**src/hw/sfb_pkg.sv**
```systemverilog
package sfb_pkg;
	// ==========================================
	// register indices; the byte address is four times the index
	localparam logic [7:0] IDX_INDIRECT_DATA_PORT = 8'h00;
	localparam logic [7:0] IDX_TIMER_COUNT = 8'h01;
	localparam logic [7:0] IDX_PROG_COUNTER_LOW = 8'h02;
	localparam logic [7:0] IDX_CORE_STATUS = 8'h03;
	localparam logic [7:0] IDX_INDIRECT_POINTER = 8'h04;
	localparam logic [7:0] IDX_PORT_A_DATA = 8'h05;
	localparam logic [7:0] IDX_PORT_B_DATA = 8'h06;
	localparam logic [7:0] IDX_PROG_COUNTER_HIGH_LATCH = 8'h0a;
	localparam logic [7:0] IDX_IRQ_CONTROL = 8'h0b;
	localparam logic [7:0] IDX_PERIPH_IRQ_FLAGS = 8'h0c;
	localparam logic [7:0] IDX_CONVERSION_RESULT = 8'h1e;
	localparam logic [7:0] IDX_CONVERTER_CONTROL = 8'h1f;
	localparam logic [7:0] IDX_RESET_CAUSE = 8'h20;
	localparam logic [7:0] IDX_PC_HIGH = 8'h21;

	// ==========================================
	// bit positions and masks
	localparam int BANK_SEL_BIT = 5;
	localparam int UPPER_BANK_SELECT_BIT = 6;
	localparam int INDIRECT_BANK_BIT = 7;
	localparam logic [7:0] LATCH_MASK = 8'h1f;
	localparam logic [7:0] PORT_A_MASK = 8'h1f;
	localparam logic [7:0] PORT_A_KEEP_MASK = 8'h10;
	localparam logic [7:0] PIR_MASK = 8'h40;
	localparam logic [7:0] ADC_MASK = 8'hfd;
	localparam logic [7:0] STATUS_KEEP_MASK = 8'h07;
	localparam logic [7:0] STATUS_CAUSE_MASK = 8'h18;
	localparam logic [7:0] IRQ_KEEP_MASK = 8'h01;

	// ==========================================
	// reset values (x bits taken as zero)
	localparam logic [7:0] RST_ZERO = 8'h00;
	localparam logic [7:0] RST_STATUS_POR = 8'h18;
	localparam logic [4:0] RST_PC_HIGH = 5'h00;
	localparam logic [31:0] RST_RDATA = 32'h0000_0000;

	// ==========================================
	// reset causes
	typedef enum logic [1:0] {
		SFB_CAUSE_POR = 2'h0,
		SFB_CAUSE_BROWN_OUT_RESET = 2'h1,
		SFB_CAUSE_PARITY_ERROR_RESET = 2'h2,
		SFB_CAUSE_OTHER = 2'h3
	} sfb_cause_t;

	typedef struct packed {
		logic [7:0] prog_counter_high_latch;
		logic [7:0] core_status;
		logic [7:0] indirect_pointer;
	} sfb_core_t;
endpackage

```
**src/hw/sfb_bank.sv**
```systemverilog
// Chosen here: the AHB-Lite slave port.
`timescale 1ns/1ps
`default_nettype none
// What this block does
// - unimplemented addresses read zero; writes there are ignored
// - bank-independent registers decode identically in either bank
// - program counter upper byte is never mapped into register space
// - five-bit high latch supplies pc bits 12:8 on upper-byte transfer
// - power-on, brown-out, parity resets load power-on values; others differ
// - u bits keep contents, x bits load zero, q bits load ones
module sfb_bank (
	input wire logic hclk,
	input wire logic hresetn,
	input wire logic hsel,
	input wire logic [31:0] haddr,
	input wire logic [1:0] htrans,
	input wire logic hwrite,
	input wire logic [2:0] hsize,
	input wire logic [31:0] hwdata,
	input wire logic hready,
	output logic [31:0] hrdata,
	output logic hreadyout,
	output logic hresp,
	input wire logic soft_reset_req,
	input wire sfb_pkg::sfb_cause_t soft_reset_cause,
	input wire logic pc_high_load,
	input wire logic [7:0] timer_in,
	input wire logic [7:0] result_in,
	input wire logic result_valid,
	output logic [4:0] pc_upper,
	output sfb_pkg::sfb_core_t core_regs,
	output logic [7:0] irq_control_out,
	output logic [7:0] converter_control_out,
	output logic [7:0] port_a_out,
	output logic [7:0] port_b_out
);
	// ==========================================
	// bus capture
	logic wr_pend;
	logic [7:0] wr_idx;
	logic [7:0] idx;
	logic rd_go;
	logic [7:0] eff_idx;
	logic bank;
	logic [7:0] rd_val;
	logic hit;

	logic [7:0] timer_count;
	logic [7:0] prog_counter_low;
	logic [7:0] core_status;
	logic [7:0] indirect_pointer;
	logic [7:0] port_a_data;
	logic [7:0] port_b_data;
	logic [7:0] prog_counter_high_latch;
	logic [7:0] irq_control;
	logic [7:0] periph_irq_flags;
	logic [7:0] conversion_result;
	logic [7:0] converter_control;
	logic [4:0] pc_high;
	sfb_pkg::sfb_cause_t last_cause;
	logic is_por;

	assign idx = haddr[9:2];
	assign bank = core_status[sfb_pkg::BANK_SEL_BIT];
	assign rd_go = hsel && hready && htrans[1] && !hwrite;
	assign hreadyout = 1'b1;
	assign hresp = 1'b0;
	assign is_por = (soft_reset_cause != sfb_pkg::SFB_CAUSE_OTHER);

	// bank 1 decodes only the shared registers here; rest reads zero
	always_comb begin
		eff_idx = idx;
		if (bank && idx[7]) begin
			eff_idx = {1'b0, idx[6:0]};
		end
	end

	always_ff @(posedge hclk or negedge hresetn) begin
		if (!hresetn) begin
			wr_pend <= 1'b0;
		end else begin
			wr_pend <= hsel && hready && htrans[1] && hwrite;
		end
	end

	// index held for the data phase; bank checked again at commit
	always_ff @(posedge hclk or negedge hresetn) begin
		if (!hresetn) begin
			wr_idx <= sfb_pkg::RST_ZERO;
		end else begin
			wr_idx <= eff_idx;
		end
	end

	// shared set: folding 0x80-range copies onto the same flops
	function automatic logic shared(input logic [7:0] a);
		shared = (a == sfb_pkg::IDX_INDIRECT_DATA_PORT) ||
			(a == sfb_pkg::IDX_PROG_COUNTER_LOW) ||
			(a == sfb_pkg::IDX_CORE_STATUS) ||
			(a == sfb_pkg::IDX_INDIRECT_POINTER) ||
			(a == sfb_pkg::IDX_PROG_COUNTER_HIGH_LATCH) ||
			(a == sfb_pkg::IDX_IRQ_CONTROL);
	endfunction

	// ==========================================
	// read mux
	always_comb begin
		rd_val = 8'h00;
		hit = !bank || shared(eff_idx);
		case (eff_idx)
			sfb_pkg::IDX_INDIRECT_DATA_PORT: rd_val = 8'h00;
			sfb_pkg::IDX_TIMER_COUNT: rd_val = timer_count;
			sfb_pkg::IDX_PROG_COUNTER_LOW: rd_val = prog_counter_low;
			sfb_pkg::IDX_CORE_STATUS: rd_val = core_status;
			sfb_pkg::IDX_INDIRECT_POINTER: rd_val = indirect_pointer;
			sfb_pkg::IDX_PORT_A_DATA: rd_val = port_a_data;
			sfb_pkg::IDX_PORT_B_DATA: rd_val = port_b_data;
			sfb_pkg::IDX_PROG_COUNTER_HIGH_LATCH:
				rd_val = prog_counter_high_latch;
			sfb_pkg::IDX_IRQ_CONTROL: rd_val = irq_control;
			sfb_pkg::IDX_PERIPH_IRQ_FLAGS: rd_val = periph_irq_flags;
			sfb_pkg::IDX_CONVERSION_RESULT: rd_val = conversion_result;
			sfb_pkg::IDX_CONVERTER_CONTROL: rd_val = converter_control;
			sfb_pkg::IDX_RESET_CAUSE: rd_val = {6'h00, last_cause};
			default: rd_val = 8'h00;
		endcase
		if (!hit) begin
			rd_val = 8'h00;
		end
	end

	always_ff @(posedge hclk or negedge hresetn) begin
		if (!hresetn) begin
			hrdata <= sfb_pkg::RST_RDATA;
		end else if (rd_go) begin
			hrdata <= {24'h00_0000, rd_val};
		end
	end

	// ==========================================
	// register file
	logic wr_ok;
	logic [7:0] wd;
	logic wr_timer;
	logic wr_pcl;
	logic wr_status;
	logic wr_pointer;
	logic wr_port_a;
	logic wr_port_b;
	logic wr_latch;
	logic wr_irq;
	logic wr_flags;
	logic wr_result;
	logic wr_conv;
	assign wd = hwdata[7:0];
	assign wr_ok = wr_pend && (!bank || shared(wr_idx));
	assign wr_timer = wr_ok && (wr_idx == sfb_pkg::IDX_TIMER_COUNT);
	assign wr_pcl = wr_ok && (wr_idx == sfb_pkg::IDX_PROG_COUNTER_LOW);
	assign wr_status = wr_ok && (wr_idx == sfb_pkg::IDX_CORE_STATUS);
	assign wr_pointer = wr_ok &&
		(wr_idx == sfb_pkg::IDX_INDIRECT_POINTER);
	assign wr_port_a = wr_ok && (wr_idx == sfb_pkg::IDX_PORT_A_DATA);
	assign wr_port_b = wr_ok && (wr_idx == sfb_pkg::IDX_PORT_B_DATA);
	assign wr_latch = wr_ok &&
		(wr_idx == sfb_pkg::IDX_PROG_COUNTER_HIGH_LATCH);
	assign wr_irq = wr_ok && (wr_idx == sfb_pkg::IDX_IRQ_CONTROL);
	assign wr_flags = wr_ok &&
		(wr_idx == sfb_pkg::IDX_PERIPH_IRQ_FLAGS);
	assign wr_result = wr_ok &&
		(wr_idx == sfb_pkg::IDX_CONVERSION_RESULT);
	assign wr_conv = wr_ok &&
		(wr_idx == sfb_pkg::IDX_CONVERTER_CONTROL);

	// soft resets: u bits kept, x taken as zero, q set to ones
	// timer follows its source; a bus write wins for one cycle
	always_ff @(posedge hclk or negedge hresetn) begin
		if (!hresetn) begin
			timer_count <= sfb_pkg::RST_ZERO;
		end else if (soft_reset_req) begin
			if (is_por) begin
				timer_count <= sfb_pkg::RST_ZERO;
			end
		end else if (wr_timer) begin
			timer_count <= wd;
		end else begin
			timer_count <= timer_in;
		end
	end

	// both reset classes load zero
	always_ff @(posedge hclk or negedge hresetn) begin
		if (!hresetn) begin
			prog_counter_low <= sfb_pkg::RST_ZERO;
		end else if (soft_reset_req) begin
			prog_counter_low <= sfb_pkg::RST_ZERO;
		end else if (wr_pcl) begin
			prog_counter_low <= wd;
		end
	end

	// other resets: bits 2:0 kept, 4:3 set to ones, 7:5 cleared
	always_ff @(posedge hclk or negedge hresetn) begin
		if (!hresetn) begin
			core_status <= sfb_pkg::RST_STATUS_POR;
		end else if (soft_reset_req) begin
			if (is_por) begin
				core_status <= sfb_pkg::RST_STATUS_POR;
			end else begin
				core_status <= (core_status & sfb_pkg::STATUS_KEEP_MASK) |
					(sfb_pkg::RST_STATUS_POR &
					sfb_pkg::STATUS_CAUSE_MASK);
			end
		end else if (wr_status) begin
			core_status <= wd;
		end
	end

	// pointer survives other resets
	always_ff @(posedge hclk or negedge hresetn) begin
		if (!hresetn) begin
			indirect_pointer <= sfb_pkg::RST_ZERO;
		end else if (soft_reset_req) begin
			if (is_por) begin
				indirect_pointer <= sfb_pkg::RST_ZERO;
			end
		end else if (wr_pointer) begin
			indirect_pointer <= wd;
		end
	end

	// only bit 4 survives other resets
	always_ff @(posedge hclk or negedge hresetn) begin
		if (!hresetn) begin
			port_a_data <= sfb_pkg::RST_ZERO;
		end else if (soft_reset_req) begin
			if (is_por) begin
				port_a_data <= sfb_pkg::RST_ZERO;
			end else begin
				port_a_data <= port_a_data &
					sfb_pkg::PORT_A_KEEP_MASK;
			end
		end else if (wr_port_a) begin
			port_a_data <= wd & sfb_pkg::PORT_A_MASK;
		end
	end

	always_ff @(posedge hclk or negedge hresetn) begin
		if (!hresetn) begin
			port_b_data <= sfb_pkg::RST_ZERO;
		end else if (soft_reset_req) begin
			if (is_por) begin
				port_b_data <= sfb_pkg::RST_ZERO;
			end
		end else if (wr_port_b) begin
			port_b_data <= wd;
		end
	end

	// upper three bits never stored, so they read zero
	always_ff @(posedge hclk or negedge hresetn) begin
		if (!hresetn) begin
			prog_counter_high_latch <= sfb_pkg::RST_ZERO;
		end else if (soft_reset_req) begin
			prog_counter_high_latch <= sfb_pkg::RST_ZERO;
		end else if (wr_latch) begin
			prog_counter_high_latch <= wd & sfb_pkg::LATCH_MASK;
		end
	end

	// flag bit 0 survives other resets
	always_ff @(posedge hclk or negedge hresetn) begin
		if (!hresetn) begin
			irq_control <= sfb_pkg::RST_ZERO;
		end else if (soft_reset_req) begin
			if (is_por) begin
				irq_control <= sfb_pkg::RST_ZERO;
			end else begin
				irq_control <= irq_control &
					sfb_pkg::IRQ_KEEP_MASK;
			end
		end else if (wr_irq) begin
			irq_control <= wd;
		end
	end

	always_ff @(posedge hclk or negedge hresetn) begin
		if (!hresetn) begin
			periph_irq_flags <= sfb_pkg::RST_ZERO;
		end else if (soft_reset_req) begin
			periph_irq_flags <= sfb_pkg::RST_ZERO;
		end else if (wr_flags) begin
			periph_irq_flags <= wd & sfb_pkg::PIR_MASK;
		end
	end

	// a bus write beats the converter strobe in the same cycle
	always_ff @(posedge hclk or negedge hresetn) begin
		if (!hresetn) begin
			conversion_result <= sfb_pkg::RST_ZERO;
		end else if (soft_reset_req) begin
			if (is_por) begin
				conversion_result <= sfb_pkg::RST_ZERO;
			end
		end else if (wr_result) begin
			conversion_result <= wd;
		end else if (result_valid) begin
			conversion_result <= result_in;
		end
	end

	always_ff @(posedge hclk or negedge hresetn) begin
		if (!hresetn) begin
			converter_control <= sfb_pkg::RST_ZERO;
		end else if (soft_reset_req) begin
			converter_control <= sfb_pkg::RST_ZERO;
		end else if (wr_conv) begin
			converter_control <= wd & sfb_pkg::ADC_MASK;
		end
	end

	// cause of the last soft reset, read-only
	always_ff @(posedge hclk or negedge hresetn) begin
		if (!hresetn) begin
			last_cause <= sfb_pkg::SFB_CAUSE_POR;
		end else if (soft_reset_req) begin
			last_cause <= soft_reset_cause;
		end
	end

	// upper pc byte lives only here, no bus path to it
	always_ff @(posedge hclk or negedge hresetn) begin
		if (!hresetn) begin
			pc_high <= sfb_pkg::RST_PC_HIGH;
		end else if (soft_reset_req) begin
			pc_high <= sfb_pkg::RST_PC_HIGH;
		end else if (pc_high_load) begin
			pc_high <= prog_counter_high_latch[4:0];
		end
	end

	// ==========================================
	// outputs
	assign pc_upper = pc_high;
	// reserved bank bits passed as written; software keeps them clear
	assign core_regs = {prog_counter_high_latch, core_status,
		indirect_pointer};
	assign irq_control_out = irq_control;
	assign converter_control_out = converter_control;
	assign port_a_out = port_a_data;
	assign port_b_out = port_b_data;
endmodule
`default_nettype wire

```
**config.mk**
```make
export PLATFORM = sky130hd
export DESIGN_NAME = sfb_bank
export DESIGN_NICKNAME = d
export VERILOG_FILES = /design/src/hw/sfb_pkg.sv /design/src/hw/sfb_bank.sv
export SDC_FILE = /design/constraint.sdc
export NUM_CORES = 1
export LEC_CHECK = 0
export ABC_CLOCK_PERIOD_IN_PS = 2500
export BUFFER_PORTS_ARGS = -buffer_cell sky130_fd_sc_hd__buf_2
export CORE_MARGIN = 2
export CORE_UTILIZATION = 45
export CTS_BUF_LIST = sky130_fd_sc_hd__clkbuf_8
export CTS_CLUSTER_SIZE = 30
export DETAILED_ROUTE_END_ITERATION = 12
export PLACE_DENSITY = 0.76
export SETUP_SLACK_MARGIN = 0.5
export SYNTH_ARGS = -nofsm -noshare
export SYNTH_HDL_FRONTEND = slang
export SYNTH_SLANG_ARGS = --single-unit
```
**constraint.sdc**
```tcl
create_clock -name hclk -period 2.5 [get_ports hclk]
set_input_delay 0.375 -clock hclk [delete_from_list [all_inputs] [get_ports hclk]]
set_output_delay 0.375 -clock hclk [all_outputs]
set_load 0.005 [all_outputs]
```
# ---- Yosys cells after proc, flatten, opt, wreduce, memory -nomap -nowiden
# Cells that the tools add are included.
dict set report word_totals {
  in_bits 95
  regBits 112
  word_cells 126
  output_inout_bits 95
}
dict set report classes {
  reduce_logical 50
  n_eq_ne 25
  n_mux 32
}
# op count
set op_table {}
lappend op_table {{$mux W8} 26}
lappend op_table {{$pmux W8 S12} 1}
lappend op_table {{$eq A8 B3 Y1 const B} 6}
lappend op_table {{$eq A8 B4 Y1 const B} 6}
lappend op_table {{$eq A8 B2 Y1 const B} 4}
lappend op_table {{$eq A8 B5 Y1 const B} 4}
lappend op_table {{$reduce_bool A2 Y1} 10}
lappend op_table {{$logic_and A1 B1 Y1} 17}
lappend op_table {{$eq A8 B1 Y1 const B} 2}
lappend op_table {{$logic_not A8 Y1} 2}
lappend op_table {{$mux W5} 3}
lappend op_table {{$logic_or A1 B1 Y1} 12}
lappend op_table {{$reduce_and A2 Y1} 6}
lappend op_table {{$eq A8 B6 Y1 const B} 1}
lappend op_table {{$mux W3} 1}
lappend op_table {{$reduce_bool A3 Y1} 1}
lappend op_table {{$logic_not A1 Y1} 2}
lappend op_table {{$ne A2 B1 Y1 const B} 1}
lappend op_table {{$ne A2 B2 Y1 const B} 1}
lappend op_table {{$mux W1} 1}

# ---- Longest topological paths before layout
dict set report logic_depth {
  word_depth 11
  depth_mapped 7
  depth_no_buf 6
}

# ---- Worst setup path before layout
# OpenSTA, ideal clock, no wires.
dict set report synth_timing {
  path_type {flip-flop to flip-flop}
  startpoint {register wr_idx[5]}
  endpoint {register timer_count[0]}
  setup_time_ps 134
  t_arrival_ps 2048
  path_stages_with_launch 7
  setup_slack_ps 318
  period_less_slack_ps 2182
  t_required_ps 2366
  path_buffers 1
  cell_sequence {dfrtp_1 > or3_1 > or4_4 > or4b_4 > buf_6 > mux2i_1 > o21ai_0}
}
dict set report synth_between {
  elab_chain_cells 11
  elab_cells_between_ends 17
  classes_between {eq/ne (6); mux (2); reduce/logical (9)}
}
# item line
set synth_lines {}
lappend synth_lines {{start, declared} sfb_bank.sv:40} ;# logic [7:0] wr_idx;
lappend synth_lines {{start signal, assigned} sfb_bank.sv:89} ;# wr_idx <= sfb_pkg::RST_ZERO;
lappend synth_lines {{start signal, assigned} sfb_bank.sv:91} ;# wr_idx <= eff_idx;
lappend synth_lines {{$eq A8 B2 Y1 or $logic_not A8 Y1 (tied branches)} {sfb_bank.sv:98, sfb_bank.sv:97}}
lappend synth_lines {{$logic_or A1 B1 Y1} sfb_bank.sv:97} ;# shared = (a == sfb_pkg::IDX_INDIRECT_DATA_PORT) ||
lappend synth_lines {{$logic_or A1 B1 Y1} sfb_bank.sv:98} ;# (a == sfb_pkg::IDX_PROG_COUNTER_LOW) ||
lappend synth_lines {{$logic_or A1 B1 Y1} sfb_bank.sv:99} ;# (a == sfb_pkg::IDX_CORE_STATUS) ||
lappend synth_lines {{$logic_or A1 B1 Y1} sfb_bank.sv:100} ;# (a == sfb_pkg::IDX_INDIRECT_POINTER) ||
lappend synth_lines {{$logic_or A1 B1 Y1} sfb_bank.sv:101} ;# (a == sfb_pkg::IDX_PROG_COUNTER_HIGH_LATCH) ||
lappend synth_lines {{$logic_or A1 B1 Y1} sfb_bank.sv:156} ;# assign wr_ok = wr_pend && (!bank || shared(wr_idx));
lappend synth_lines {{$logic_and A1 B1 Y1} sfb_bank.sv:156}
lappend synth_lines {{$logic_and A1 B1 Y1 (*)} sfb_bank.sv:157} ;# assign wr_timer = wr_ok && (wr_idx == sfb_pkg::IDX_TIMER_COUNT);
lappend synth_lines {{$mux W8 (*)} sfb_bank.sv:183} ;# end else if (wr_timer) begin
lappend synth_lines {{$mux W8 (*)} sfb_bank.sv:179} ;# end else if (soft_reset_req) begin
lappend synth_lines {{end signal, assigned} sfb_bank.sv:178} ;# timer_count <= sfb_pkg::RST_ZERO;
lappend synth_lines {{end signal, assigned} sfb_bank.sv:181} ;# timer_count <= sfb_pkg::RST_ZERO;
lappend synth_lines {{end signal, assigned} sfb_bank.sv:184} ;# timer_count <= wd;
lappend synth_lines {{end, declared} sfb_bank.sv:48} ;# logic [7:0] timer_count;
# Every way passes the cells marked *; elsewhere a longest branch is shown, timed or not.
# A chain may end at the register's enable or synchronous reset.

# ---- Worst setup path in the final report
dict set report layout_timing {
  startpoint {register wr_idx[6]}
  endpoint {register timer_count[0]}
}
# Same word-level chain as after synthesis.

==> results.py <==
metrics = {
    "floorplanning": {
        "dieHeight_um": 111,
        "core_area_um2": 11300,
        "die_w_um": 111,
        "rows": 39,
        "io_pins": 190,
        "die_area_um2": 12400,
        "initial_core_util": 0.459,
    },
    "global_routing": {
        "antenna_found_initial": 0,
        "grt_pass1_vias": 4337,
        "grt_pass1_wl_mm": 23.9,
        "grt_overflow": 0,
        "grt_usage": 0.249,
        "grt_max_degree": 60,
    },
    "worst_setup_path": {
        "slowest_delay_ns": 0.60,
        "path_delay_family": "simple AND/OR/NAND/NOR gates",
        "timing_worst_setup_path_type": "flop to flop",
        "crit_slowest_cell": "or4b_4",
        "critPathBufInv": 0,
        "rr_worst_depth": 5,
        "crit_path_end_kind": "flop",
        "required_ns": 2.77,
        "critPathArrivalTime_ns": 2.52,
        "r2r_end": "timer_count[0]",
        "critPathMaxFanout": 5,
        "r2r_start": "wr_idx[6]",
        "critPathLaunchType": "flop",
        "rrSetupSlack_ns": 0.25,
        "path_cells": "or3_4 > or4_4 > or4b_4 > mux2i_1 > o21ai_1",
    },
    "cells_and_area": {
        "n_fill_cell": 1059,
        "mostFrequentLayoutCell": "buf_2",
        "postLayoutCellArea_um2": 6110,
        "syn_to_final_growth_pct": 17.6,
        "seq_area_um2": 2450,
        "layout_common_cells": "103 x buf_2, 96 x dfrtp_1, 70 x nor2_1",
        "antennaDiodeCount": 0,
        "utilization": 0.540,
        "multi_input_area_um2": 2560,
        "drive_gt1_frac": 0.268,
        "fin_nets": 755,
    },
    "clock_network": {
        "cts_inserted_buffers": 9,
        "cts_tree": "built",
        "clockRootBuffer": "clkbuf_8",
        "cts_sinks": 98,
        "clk_latency_ns": 0.39,
        "clock_path_buffers": 2,
        "path_clk_slew_ns": 0.11,
        "cts-htree-levels": 3,
    },
    "pwr": {
        "power_density_nw_per_um2": 489,
        "vdd_ir_drop_max_mv": 0.323,
        "pwr-share-comb": 0.110,
        "leakage_nw": 3.08,
        "p_seq_frac": 0.554,
        "net-switching-power_mw": 0.875,
        "switching_share": 0.293,
        "power_frac_clock": 0.336,
        "p_int_mw": 2.11,
    },
    "place": {
        "dpl_worst_slack_ns": 0.123,
        "post_dp_cell_area_um2": 5800,
        "gp_congestion": 0.904,
        "dpl.hpwl_mm": 11.0,
        "place.port_buffers": 104,
    },
    "synth": {
        "async_flop_share": 1.00,
        "yosys_warnings": 0,
        "syn_area_um2": 5200,
        "ys_types": 50,
        "syn_avg_cell_area_um2": 9.35,
        "ys_seq_elements": 98,
        "yosys-top-cells-area": "dfrtp_1 46%, mux2i_1 12%, nor2_1 5.1%, buf_4 4.8%, o21ai_0 4.7%",
        "syn_inst": 556,
        "ys.flop_type": "dfrtp_1",
        "yosysSeqAreaShare": 0.472,
        "synth_area_leader_cell": "dfrtp_1",
        "synthDominantCellAreaShare": 0.462,
        "synth_edf_count": 0,
    },
    "hold_path": {
        "holdPathEnd": "wr_idx[6]",
        "worstHoldStart": "haddr[8]",
        "hp-class": "primary input to flop",
        "whs_path_depth": 1,
    },
    "timing": {
        "fin_tns_setup_ns": 0,
        "rsz0062_at_grt": "yes",
        "finalClockSkew_ns": 0.0170,
        "period_share": 0.900,
        "hold_viol": 0,
        "max_freq_mhz": 445,
        "period_minus_slack_ns": 2.25,
        "slew_headroom": 0.580,
        "slew_violations": 0,
        "setup_viol": 0,
        "worst_slew_pin_slew_ns": 0.626,
        "worst_slack_ns": 0.251,
    },
    "flow_run": {
        "cap_violations": 0,
    },
    "routing": {
        "routed_wl_mm": 15.7,
        "num_vias": 4570,
        "drtPass1Iterations": 5,
        "drc": 0,
        "ant_nets": 0,
        "drt-wirelength-per-cell_um": 19.4,
        "vias_per_cell": 5.66,
        "first_iter_violations": 426,
    },
    "outcome": {
        "outcome": "finished, final reports clean",
    },
}
==> timing repair <==
item / CTS / global route
hold endpoints to repair: 39 / 0
resized for setup: 15 / 6
buffers inserted: 1 / 1
endpoints found under the setup margin: 32 / 45
gates cloned: 1 / 1
pin swaps: 6 / 1
hold buffers: 1 / 0
==> cell usage after synthesis, types with 3 or more instances <==
cell type	count
nor2b_1	5
and3_1	4
nor4_1	4
nand3b_1	3
o2bb2ai_1	3
nand3_1	13
nor3_1	12
mux2_2	9
mux2i_1	63
nor2_1	71
o21ai_0	49
o21ai_1	4
a32oi_1	3
clkbuf_1	23
dfrtp_1	96
nand2_1	58
buf_1	7
inv_1	5
nand2b_1	17
buf_4	33
a21oi_1	24
or3_1	6
==> how the worst max path moves through the flow <==
stage / startpoint / endpoint / slack, ns / cells past startpoint
after floorplan: wr_idx[6] / timer_count[0] / 0.33 / 6
after global placement: haddr[9] / hrdata[1] / 0.09 / 8
after detailed placement: haddr[9] / hrdata[1] / 0.12 / 8
after CTS: wr_idx[6] / timer_count[0] / 0.28 / 5
after global routing: wr_idx[6] / timer_count[2] / 0.22 / 5
final: wr_idx[6] / timer_count[0] / 0.25 / 5
==> area by class of cell <==
type | count | share of cell area
inverters | 5 | 0.00307
clock buffers | 9 | 0.0203
clock inverters | 7 | 0.00962
well taps | 143 | 0.0293
flip-flops and latches | 98 | 0.402
repair buffers | 127 | 0.116
multi-input cells | 419 | 0.420
==> metrics by stage <==
step           hold WS, ns  total power, mW  cells
3_3_place_gp         0.376             1.99    787
5_1_grt              0.154             3.09    808
2_1_floorplan       0.0794             1.87    587
4_1_cts              0.147             3.00    806
6_report             0.169             2.99    808
3_5_place_dp         0.385             2.00    787
==> state kept, by name, summed over array words and instances (netlist names) <==
| name | count |
|---|---|
| conversion_result | 8 |
| converter_control_out | 7 |
| core_status | 8 |
| hrdata | 8 |
| indirect_pointer | 8 |
| irq_control_out | 8 |
| last_cause | 2 |
| pc_upper | 5 |
| periph_irq_flags | 1 |
| port_a_out | 5 |
| port_b_out | 8 |
| prog_counter_high_latch | 5 |
| prog_counter_low | 8 |
| timer_count | 8 |
| wr_idx | 8 |
| wr_pend | 1 |
==> power by group through the flow <==
| stage | sequential [mW] | combinational [mW] | clock, mW |
|---|---|---|---|
| after global routing | 1.66 | 0.360 | 1.07 |
| final | 1.65 | 0.328 | 1.00 |
| after CTS | 1.65 | 0.322 | 1.02 |
| after detailed placement | 1.68 | 0.315 | 0 |
| after floorplan | 1.68 | 0.194 | 0 |
| after global placement | 1.68 | 0.308 | 0 |
==> logic make-up (layout without fill, tap and decap cells) <==
family / Yosys count / after routing / synth area share
other: 2 / 33 / 0.00144
AO/OA/AOI/OAI: 102 / 102 / 0.113
AND/OR/NAND/NOR: 210 / 212 / 0.194
buffers and inverters: 72 / 148 / 0.0780
flip-flops: 98 / 98 / 0.472
multiplexers: 72 / 72 / 0.141
==> layer usage <==
metal,track usage,share of wire,vias to the layer above
met5,0,0,-
met4,0.0856,0.019,0
met3,0.0457,0.077,19
met2,0.393,0.48,221
met1,0.348,0.42,2247
li1,-,-,2083
==> worst reg2reg max path: stages (launching register included) <==
cell,delay [ns]
dfrtp_1,0.39
or3_4,0.40
or4_4,0.47
or4b_4,0.60
mux2i_1,0.19
o21ai_1,0.08
Note: power is estimated with default switching activity, not from simulation.
